$ cat config.mk
export PLATFORM = sky130hd
export DESIGN_NAME = civ_ctrl
export DESIGN_NICKNAME = d
export VERILOG_FILES = /design/src/logic/civ_pkg.sv /design/src/logic/civ_ctrl.sv /design/src/logic/civ_sync.sv /design/src/logic/civ_ext_line.sv
export SDC_FILE = /design/constraint.sdc
export NUM_CORES = 1
export LEC_CHECK = 0
export CORE_ASPECT_RATIO = 1.5
export CORE_UTILIZATION = 56
export DETAILED_ROUTE_END_ITERATION = 7
export DONT_BUFFER_PORTS = 1
export PLACE_DENSITY = 0.71
export SYNTH_ARGS = -nofsm -noshare
export SYNTH_HDL_FRONTEND = slang
export SYNTH_HIERARCHICAL = 1
export SYNTH_SLANG_ARGS = --single-unit
export TNS_END_PERCENT = 30
$ cat constraint.sdc
create_clock -name clk -period 7.1 [get_ports clk]
set_input_delay 1.42 -clock clk [delete_from_list [all_inputs] [get_ports clk]]
set_output_delay 1.42 -clock clk [all_outputs]
set_load 0.03 [all_outputs]
$ cat src/logic/civ_pkg.sv
// Summary of operation
// - maskable requests serviced only when mask clear
// - reset leaves global mask flag set
// - entry begins at instruction boundary, or on a wake from wait or halt
// - entry pushes pc, index, accumulator, flags
// - entry sets the global mask flag
// - pc loaded from selected two-byte vector
// - return restores context and clears mask
// - fixed priority: reset, trap, vectors 1-12
// - trap enters regardless of mask flag
// - external lines use vectors one to four
// - peripheral sources on vectors seven to twelve
// - any source wakes from wait
// - halt wake only by listed sources
// - edge latch cleared on handler entry
// - low combined pin blocks line request in rising-edge mode only
// - peripheral request needs enable and clear mask
// - clearing sequence discards latched request
// - entry uses five stack bytes, decrementing
// - two-bit sensitivity code per external line
// - sensitivity change drops pending; writes need mask
package civ_pkg;
	localparam int NUM_EXT = 4;
	localparam int NUM_PER = 6;
	localparam int NUM_SRC = 10;
	localparam logic [15:0] VEC_RESET = 16'hFFFE;
	localparam logic [15:0] VEC_TRAP  = 16'hFFFC;
	localparam logic [15:0] VEC_BASE  = 16'hFFFA;
	localparam logic [3:0]  SRC_EXT0  = 4'h1;
	localparam logic [3:0]  SRC_PER0  = 4'h7;
	localparam logic [2:0]  STACK_BYTES = 3'h5;
	localparam logic [1:0]  SENS_FALL_LOW = 2'h0;
	localparam logic [1:0]  SENS_RISE     = 2'h1;
	localparam logic [1:0]  SENS_FALL     = 2'h2;
	localparam logic [1:0]  SENS_BOTH     = 2'h3;
	localparam logic [7:0]  SENS_RESET    = 8'h00;
	localparam logic [7:0]  SP_RESET      = 8'hFF;
	// halt-wake map over sources: ext0..3, avd, cmp, ovf, cap, rtc, spi
	localparam logic [9:0]  HALT_WAKE_MASK = 10'h34F;
	typedef enum logic [2:0] {
		CIV_RUN, CIV_PUSH, CIV_VEC, CIV_POP, CIV_WAIT, CIV_HALT
	} civ_state_t;
endpackage : civ_pkg

$ cat src/logic/civ_ctrl.sv
`timescale 1ns/1ps
`default_nettype none
module civ_ctrl (
	clk,
	rst_n,
	pin_irq_line_0,
	pin_irq_line_1,
	pin_irq_line_2,
	pin_irq_line_3,
	per_flag,
	per_enable,
	per_flag_clear,
	sens_wr,
	sens_wdata,
	instr_done,
	trap_exec,
	return_from_handler,
	wait_exec,
	halt_exec,
	cpu_pc,
	cpu_x,
	cpu_a,
	condition_flags_reg,
	stack_rdata,
	mask_flag,
	sens_cfg,
	stack_we,
	stack_re,
	stack_addr,
	stack_wdata,
	pc_load,
	pc_value,
	restore_valid,
	restore_x,
	restore_a,
	restore_cc,
	cpu_stall,
	wake,
	ack_src
);
	input  wire logic        clk;
	input  wire logic        rst_n;
	input  wire logic        pin_irq_line_0;
	input  wire logic        pin_irq_line_1;
	input  wire logic        pin_irq_line_2;
	input  wire logic        pin_irq_line_3;
	input  wire logic [5:0]  per_flag;
	input  wire logic [5:0]  per_enable;
	input  wire logic [5:0]  per_flag_clear;
	input  wire logic        sens_wr;
	input  wire logic [7:0]  sens_wdata;
	input  wire logic        instr_done;
	input  wire logic        trap_exec;
	input  wire logic        return_from_handler;
	input  wire logic        wait_exec;
	input  wire logic        halt_exec;
	input  wire logic [15:0] cpu_pc;
	input  wire logic [7:0]  cpu_x;
	input  wire logic [7:0]  cpu_a;
	input  wire logic [7:0]  condition_flags_reg;
	input  wire logic [7:0]  stack_rdata;
	output logic             mask_flag;
	output logic [7:0]       sens_cfg;
	output logic             stack_we;
	output logic             stack_re;
	output logic [7:0]       stack_addr;
	output logic [7:0]       stack_wdata;
	output logic             pc_load;
	output logic [15:0]      pc_value;
	output logic             restore_valid;
	output logic [7:0]       restore_x;
	output logic [7:0]       restore_a;
	output logic [7:0]       restore_cc;
	output logic             cpu_stall;
	output logic             wake;
	output logic [9:0]       ack_src;

	civ_pkg::civ_state_t state_ff, nxt_state;
	logic [3:0]  pins_sync;
	logic [3:0]  ext_pend;
	logic [5:0]  per_latch_ff;
	logic [2:0]  cnt_ff;
	logic [7:0]  sp_ff;
	logic [3:0]  vec_ff;
	logic        trap_ff;
	logic [15:0] pc_save_ff;
	logic [7:0]  x_save_ff;
	logic [7:0]  a_save_ff;
	logic [7:0]  cc_save_ff;
	logic [15:0] ret_pc_ff;
	logic [3:0]  ext_ack;

	wire [3:0] pins_raw = {pin_irq_line_3, pin_irq_line_2, pin_irq_line_1, pin_irq_line_0};
	genvar gi;
	generate
		for (gi = 0; gi < civ_pkg::NUM_EXT; gi++) begin : g_ext
			civ_sync u_sync (
				.clk   (clk),
				.rst_n (rst_n),
				.d     (pins_raw[gi]),
				.q     (pins_sync[gi])
			);
			civ_ext_line u_line (
				.clk         (clk),
				.rst_n       (rst_n),
				.pin_sync    (pins_sync[gi]),
				.sens        (sens_cfg[2*gi+1:2*gi]),
				.sens_change (sens_wr & mask_flag &
				              (sens_wdata[2*gi+1:2*gi] != sens_cfg[2*gi+1:2*gi])),
				.ack         (ext_ack[gi]),
				.pending     (ext_pend[gi])
			);
		end
	endgenerate

	wire [5:0] per_req  = per_latch_ff & per_enable;
	wire [9:0] src_pend = {per_req, ext_pend};
	logic [3:0] sel_idx;
	logic       sel_any;
	always_comb begin
		sel_idx = 4'h0;
		sel_any = 1'b0;
		for (int i = civ_pkg::NUM_SRC - 1; i >= 0; i--) begin
			if (src_pend[i]) begin
				sel_idx = 4'(i);
				sel_any = 1'b1;
			end
		end
	end
	wire [3:0] sel_vec = (sel_idx < 4'(civ_pkg::NUM_EXT)) ?
	                     civ_pkg::SRC_EXT0 + sel_idx :
	                     civ_pkg::SRC_PER0 + sel_idx - 4'(civ_pkg::NUM_EXT);
	wire take_trap = instr_done & trap_exec & (state_ff == civ_pkg::CIV_RUN);
	wire take_irq  = instr_done & ~mask_flag & sel_any & ~trap_exec &
	                 (state_ff == civ_pkg::CIV_RUN);
	wire wake_wait = (state_ff == civ_pkg::CIV_WAIT) & (|src_pend);
	wire wake_halt = (state_ff == civ_pkg::CIV_HALT) &
	                 (|(src_pend & civ_pkg::HALT_WAKE_MASK));
	wire low_wake  = wake_wait | wake_halt;
	wire take_low  = low_wake & ~mask_flag & sel_any;
	wire enter     = take_trap | take_irq | take_low;
	wire [15:0] vec_addr = trap_ff ? civ_pkg::VEC_TRAP :
	                       civ_pkg::VEC_BASE - {11'h000, vec_ff, 1'b0};

	always_comb begin
		nxt_state = state_ff;
		unique case (state_ff)
			civ_pkg::CIV_RUN: begin
				if (enter)
					nxt_state = civ_pkg::CIV_PUSH;
				else if (instr_done & return_from_handler)
					nxt_state = civ_pkg::CIV_POP;
				else if (instr_done & wait_exec)
					nxt_state = civ_pkg::CIV_WAIT;
				else if (instr_done & halt_exec)
					nxt_state = civ_pkg::CIV_HALT;
			end
			civ_pkg::CIV_PUSH:
				if (cnt_ff == civ_pkg::STACK_BYTES - 3'h1)
					nxt_state = civ_pkg::CIV_VEC;
			civ_pkg::CIV_VEC:  nxt_state = civ_pkg::CIV_RUN;
			civ_pkg::CIV_POP:
				if (cnt_ff == civ_pkg::STACK_BYTES)
					nxt_state = civ_pkg::CIV_RUN;
			civ_pkg::CIV_WAIT, civ_pkg::CIV_HALT: begin
				if (take_low)
					nxt_state = civ_pkg::CIV_PUSH;
				else if (low_wake)
					nxt_state = civ_pkg::CIV_RUN;
			end
			default: nxt_state = civ_pkg::CIV_RUN;
		endcase
	end

	// push order: pcl, pch, x, a, cc
	logic [7:0] push_byte;
	always_comb begin
		unique case (cnt_ff)
			3'h0: push_byte = pc_save_ff[7:0];
			3'h1: push_byte = pc_save_ff[15:8];
			3'h2: push_byte = x_save_ff;
			3'h3: push_byte = a_save_ff;
			default: push_byte = cc_save_ff;
		endcase
	end
	wire in_push = (state_ff == civ_pkg::CIV_PUSH);
	wire in_pop  = (state_ff == civ_pkg::CIV_POP);
	wire pop_rd  = in_pop & (cnt_ff < civ_pkg::STACK_BYTES);
	assign stack_we    = in_push;
	assign stack_re    = pop_rd;
	assign stack_addr  = in_pop ? sp_ff + 8'h01 : sp_ff;
	assign stack_wdata = push_byte;
	assign cpu_stall   = (state_ff != civ_pkg::CIV_RUN);
	assign wake        = low_wake;

	always_ff @(posedge clk or negedge rst_n) begin
		if (!rst_n) begin
			state_ff <= civ_pkg::CIV_RUN;
			cnt_ff   <= 3'h0;
			sp_ff    <= civ_pkg::SP_RESET;
		end else begin
			state_ff <= nxt_state;
			cnt_ff   <= (in_push | pop_rd) ? cnt_ff + 3'h1 : 3'h0;
			if (in_push)
				sp_ff <= sp_ff - 8'h01;
			else if (pop_rd)
				sp_ff <= sp_ff + 8'h01;
		end
	end

	always_ff @(posedge clk or negedge rst_n) begin
		if (!rst_n) begin
			vec_ff     <= 4'h0;
			trap_ff    <= 1'b0;
			pc_save_ff <= 16'h0000;
			x_save_ff  <= 8'h00;
			a_save_ff  <= 8'h00;
			cc_save_ff <= 8'h00;
		end else if (enter) begin
			vec_ff     <= sel_vec;
			trap_ff    <= take_trap;
			pc_save_ff <= cpu_pc;
			x_save_ff  <= cpu_x;
			a_save_ff  <= cpu_a;
			cc_save_ff <= condition_flags_reg;
		end
	end

	always_ff @(posedge clk or negedge rst_n) begin
		if (!rst_n)
			mask_flag <= 1'b1;
		else if (enter)
			mask_flag <= 1'b1;
		else if (in_pop & (cnt_ff == civ_pkg::STACK_BYTES))
			mask_flag <= 1'b0;
		else if (state_ff == civ_pkg::CIV_RUN & instr_done & ~cpu_stall)
			mask_flag <= condition_flags_reg[3];
	end

	always_ff @(posedge clk or negedge rst_n) begin
		if (!rst_n)
			sens_cfg <= civ_pkg::SENS_RESET;
		else if (sens_wr & mask_flag)
			sens_cfg <= sens_wdata;
	end

	always_ff @(posedge clk or negedge rst_n) begin
		if (!rst_n)
			per_latch_ff <= 6'h00;
		else
			per_latch_ff <= per_flag | (per_latch_ff & ~per_flag_clear);
	end

	wire in_vec = (state_ff == civ_pkg::CIV_VEC);
	assign ext_ack = (in_vec & ~trap_ff & (vec_ff < civ_pkg::SRC_PER0)) ?
	                 4'(4'h1 << (vec_ff - civ_pkg::SRC_EXT0)) : 4'h0;
	always_ff @(posedge clk or negedge rst_n) begin
		if (!rst_n) begin
			pc_load  <= 1'b0;
			pc_value <= 16'h0000;
			ack_src  <= 10'h000;
			ret_pc_ff <= 16'h0000;
			restore_valid <= 1'b0;
			restore_x  <= 8'h00;
			restore_a  <= 8'h00;
			restore_cc <= 8'h00;
		end else begin
			pc_load       <= in_vec | (in_pop & cnt_ff == civ_pkg::STACK_BYTES);
			pc_value      <= in_vec ? vec_addr : ret_pc_ff;
			ack_src       <= (in_vec & ~trap_ff) ?
			                 10'(10'h001 << (vec_ff < civ_pkg::SRC_PER0 ?
			                 vec_ff - civ_pkg::SRC_EXT0 :
			                 vec_ff - civ_pkg::SRC_PER0 + 4'(civ_pkg::NUM_EXT))) : 10'h000;
			restore_valid <= in_pop & (cnt_ff == civ_pkg::STACK_BYTES);
			if (in_pop) begin
				unique case (cnt_ff)
					3'h0: restore_cc <= stack_rdata;
					3'h1: restore_a  <= stack_rdata;
					3'h2: restore_x  <= stack_rdata;
					3'h3: ret_pc_ff[15:8] <= stack_rdata;
					3'h4: ret_pc_ff[7:0]  <= stack_rdata;
					default: ;
				endcase
			end
		end
	end

	property p_entry_masks;
		@(posedge clk) disable iff (!rst_n) enter |=> mask_flag;
	endproperty
	a_entry_masks: assert property (p_entry_masks) else $error("mask not set on entry");
	property p_masked_no_irq;
		@(posedge clk) disable iff (!rst_n) mask_flag && !trap_exec |=> !$rose(in_push);
	endproperty
	a_masked_no_irq: assert property (p_masked_no_irq) else $error("irq taken masked");
	property p_five_pushes;
		@(posedge clk) disable iff (!rst_n)
			$rose(in_push) |-> in_push [*5] ##1 in_vec;
	endproperty
	a_five_pushes: assert property (p_five_pushes) else $error("push count wrong");
	property p_sp_down;
		@(posedge clk) disable iff (!rst_n) in_push |=> sp_ff == $past(sp_ff) - 8'h01;
	endproperty
	a_sp_down: assert property (p_sp_down) else $error("sp not decremented");
	property p_vec_load;
		@(posedge clk) disable iff (!rst_n) in_vec |=> pc_load && pc_value[15:8] == 8'hFF;
	endproperty
	a_vec_load: assert property (p_vec_load) else $error("vector not loaded");
	property p_ret_unmask;
		@(posedge clk) disable iff (!rst_n)
			$rose(in_pop) |-> ##6 !mask_flag;
	endproperty
	a_ret_unmask: assert property (p_ret_unmask) else $error("return kept mask");
	property p_trap_vec;
		@(posedge clk) disable iff (!rst_n)
			take_trap |-> ##7 pc_load && pc_value == civ_pkg::VEC_TRAP;
	endproperty
	a_trap_vec: assert property (p_trap_vec) else $error("trap vector wrong");
	property p_sens_gate;
		@(posedge clk) disable iff (!rst_n)
			!mask_flag |=> sens_cfg == $past(sens_cfg);
	endproperty
	a_sens_gate: assert property (p_sens_gate) else $error("sens written unmasked");
	c_trap:  cover property (@(posedge clk) take_trap);
	c_irq:   cover property (@(posedge clk) take_irq);
	c_halt:  cover property (@(posedge clk) wake_halt);
	c_ret:   cover property (@(posedge clk) restore_valid);
endmodule : civ_ctrl
`default_nettype wire

$ cat src/logic/civ_sync.sv
`timescale 1ns/1ps
`default_nettype none
module civ_sync (
	clk,
	rst_n,
	d,
	q
);
	input  wire logic clk;
	input  wire logic rst_n;
	input  wire logic d;
	output logic      q;
	logic stage1_ff;
	always_ff @(posedge clk or negedge rst_n) begin
		if (!rst_n) begin
			stage1_ff <= 1'b1;
			q         <= 1'b1;
		end else begin
			stage1_ff <= d;
			q         <= stage1_ff;
		end
	end
endmodule : civ_sync
`default_nettype wire

$ cat src/logic/civ_ext_line.sv
`timescale 1ns/1ps
`default_nettype none
module civ_ext_line (
	clk,
	rst_n,
	pin_sync,
	sens,
	sens_change,
	ack,
	pending
);
	input  wire logic       clk;
	input  wire logic       rst_n;
	input  wire logic       pin_sync;
	input  wire logic [1:0] sens;
	input  wire logic       sens_change;
	input  wire logic       ack;
	output logic            pending;
	logic prev_ff;
	logic latch_ff;
	wire  rise = pin_sync & ~prev_ff;
	wire  fall = ~pin_sync & prev_ff;
	wire  edge_hit = (sens == civ_pkg::SENS_RISE) ? rise :
	                 (sens == civ_pkg::SENS_BOTH) ? (rise | fall) : fall;
	wire  level_hit = (sens == civ_pkg::SENS_FALL_LOW) & ~pin_sync;
	wire  blocked = ~pin_sync & (sens == civ_pkg::SENS_RISE);
	always_ff @(posedge clk or negedge rst_n) begin
		if (!rst_n) begin
			prev_ff  <= 1'b1;
			latch_ff <= 1'b0;
		end else begin
			prev_ff <= pin_sync;
			if (edge_hit)
				latch_ff <= 1'b1;
			else if (ack | sens_change)
				latch_ff <= 1'b0;
		end
	end
	assign pending = (latch_ff | level_hit) & ~blocked;
endmodule : civ_ext_line
`default_nettype wire

==> impl_metrics.yaml <==
layout:
  register_area_um2: 3980
  antenna_cells: 0
  final_cell_area_um2: 8060
  stdcell_count: 790
  multi_input_area_um2: 3220
  final_common_cell: "dfrtp_1"
  most-common-layout-cells: "137 x dfrtp_1, 65 x nor2_1, 55 x mux2_2, 36 x a21oi_1, 36 x mux2_4"
  fillCellCount: 1003
  nNetsFinal: 729
  layout-drive-gt1-share_pct: 24.1
  area_delta_synth_final_pct: 8.14
power:
  p_seq_share_pct: 44.7
  p_int_w: 0.00229
  pwr_density_cell_nw_per_um2: 476
  total_power_w: 0.00384
  power.static_leakage_nw: 3.64
  p_switching_w: 0.00155
  power.share.switching_pct: 40.5
  p_comb_share_pct: 33.8
  p_clk_share_pct: 21.5
  vdd_drop_max_mv: 0.362
placed_design:
  place_hpwl_mm: 10.9
  dpl.cell_count: 760
  portBuffers: 0
  gp_congestion: 0.826
  dpl_cell_area_um2: 7530
  dpl_worst_slack_ns: 2.68
worst_hold_path:
  min_path_type: "reg -> reg"
  whs_endpoint: "g_ext[3].u_sync/q"
  min_from: "g_ext[3].u_sync/stage1_ff"
  hold_depth: 0
synth:
  ys_seq_area_share_pct: 53.4
  synth_cells: 627
  synth_nets: 736
  syn_area_um2: 7450
  ys_types: 54
  ys_seq_elements: 158
  ys_warn_count: 6
  synth_edf_count: 0
  syn-mean-instance-area_um2: 11.9
  synthArstFlopShare_pct: 100
  synth-main-ff-cell: "dfrtp_1"
setup_path:
  startpoint_type: "flop"
  r2r_start: "sens_cfg[5]"
  timing.rr.end: "pc_save_ff[9]"
  setup.worst_path.end_class: "primary output"
  worst-path-max-fanout: 16
  crit_type: "reg -> out"
  reg2reg_slack_ns: 3.64
  reg2reg_depth: 9
  worstPathRequired_ns: 5.68
  crit_arrival_ns: 3.05
floorplanning:
  chipHeight_um: 143
  rows: 51
  num_io_pins: 167
  start_util_pct: 57.5
  die_w_um: 96.2
  die-area_um2: 13800
  core_um2: 13000
cts:
  hold_buffers: 0
  cts.path.max_buffers: 2
  clkTransAtPathRegs_ns: 0.06
  clock-sinks: 158
  cts_tree: "yes"
  post_cts_resized: 0
  post-cts-setup-buffers: 0
  cts-root-buf: "clkbuf_16"
  clock_latency_ns: 0.42
  cts_buffers: 17
  cts_max_level: 4
detailed_routing:
  post_drt_via_cell_ratio: 5.95
  wl_per_cell_um: 19.3
  route.vias.total: 4698
  drt_iter0_drc: 188
  dr.pass1.iters: 4
  drc: 0
  antenna_left: 0
  wirelength_mm: 15.2
timing:
  fmax_mhz: 224
  final-setup-viol-count: 0
  finalHoldViolCount: 0
  skew_ns: 0.00817
  final.setup.worst_slack_ns: 2.63
  drv_slew: 0
  rsz0062_at_grt: "false"
  post-route-period-util_pct: 62.9
  period_minus_slack_ns: 4.47
  tns_ns: 0
  slew-limit-headroom_pct: 25.3
  tightest_slew_ns: 1.12
grt:
  first_global_vias: 4729
  grt_pass1_wl_mm: 24.2
  track_usage_pct: 23.4
  antenna_found_initial: 0
  grt.overflow.total: 0
  grt_max_degree: 159
job:
  maxCapViolCount: 0
status:
  status: "finished clean"
## kinds of logic (layout without fill, tap and decap cells)
logic type / count (synthesis) / in the layout / share of synthesized area [%]
AND/OR/NAND/NOR: 158 / 158 / 10.6
flip-flops: 158 / 158 / 53.4
XOR/XNOR: 24 / 24 / 2.82
buffers and inverters: 59 / 63 / 3.41
AO/OA/AOI/OAI: 110 / 110 / 9.84
multiplexers: 95 / 95 / 16.1
adder cells (fa/ha/maj): 23 / 23 / 3.86
## layer usage
| layer | vias up | GRT usage [%] | wire length, µm |
|---|---|---|---|
| met1 | 2386 | 27.5 | 5900 |
| met4 | 0 | 9.27 | 327 |
| met5 | - | 0 | 0 |
| li1 | 2165 | - | - |
| met2 | 128 | 39.9 | 8130 |
| met3 | 19 | 6.40 | 872 |
## state kept, by name, indices dropped and copies added, names as in the netlist, 6 cells and up
signal and flops:
pc_save_ff 16, x_save_ff 8, cc_save_ff 8, restore_cc 8, pc_value 16, per_latch_ff 6
ack_src 10, a_save_ff 8, sp_ff 8, sens_cfg 8, restore_x 8, restore_a 8
ret_pc_ff 16
## per-stage QoR
step | hold WS [ns] | util, %
floorplan | 0.345 | -
CTS | 0.358 | 62.2
finish | 0.356 | 62.2
global route | 0.360 | 62.2
global placement | 0.346 | 58.1
detailed placement | 0.348 | 58.1
## cell usage after synthesis (3+ instances only)
cell	instances	area share [%]
a21oi_1	36	2.4
a22oi_1	3	0.30
clkbuf_1	21	1.1
nor2b_1	4	0.34
xor2_1	6	0.70
xnor2_1	18	2.1
mux2i_1	4	0.54
a222oi_1	8	1.1
ha_1	23	3.9
buf_6	4	0.60
nor4_1	3	0.25
and3_1	4	0.34
nand3_1	7	0.47
dfstp_2	21	7.4
or2_2	3	0.25
nor3_1	10	0.67
mux2_4	36	7.3
nand2_1	24	1.2
nor2_1	65	3.3
a31oi_1	14	1.2
inv_1	32	1.6
a21o_1	11	1.1
dfrtp_1	137	46
o21ai_0	13	0.87
o21bai_1	4	0.40
mux2_2	55	8.3
nand2b_1	21	1.8
a22o_1	5	0.59
## worst max path at each step
stage / start / cells after the start / slack [ns] / endpoint
after floorplan: per_enable[1] / 4 / 2.91 / wake
after global placement: per_enable[1] / 4 / 2.71 / wake
after detailed placement: per_enable[1] / 4 / 2.68 / wake
after CTS: cnt_ff[0] / 6 / 2.60 / stack_wdata[1]
after global routing: cnt_ff[0] / 6 / 2.45 / stack_wdata[1]
final: cnt_ff[0] / 6 / 2.63 / stack_wdata[1]
## final cells by class
class / instances / share of cell area [%]
clock buffers: 21 / 5.84
multi-input cells: 410 / 40.0
well taps: 159 / 2.47
flip-flops and latches: 158 / 49.4
repair buffers: 1 / 0.0931
clock inverters: 9 / 0.792
inverters: 32 / 1.49
## critical path: stages, from the launching register on
cell and delay, ns:
dfrtp_1 0.43, inv_1 0.11, ha_1 0.44, nor3_1 0.11
o21bai_1 0.88, nor2_1 0.09, a21oi_1 0.57
## power by group through the flow
| stage | Sequential, W | Clock [W] | Combinational [W] |
|---|---|---|---|
| after global placement | 0.00171 | 0 | 0.00127 |
| after detailed placement | 0.00173 | 0 | 0.00131 |
| after CTS | 0.00172 | 0.000841 | 0.00131 |
| final | 0.00172 | 0.000824 | 0.00130 |
| after floorplan | 0.00159 | 0 | 0.00121 |
| after global routing | 0.00176 | 0.000874 | 0.00142 |
Note: power is estimated with default switching activity, not from simulation.
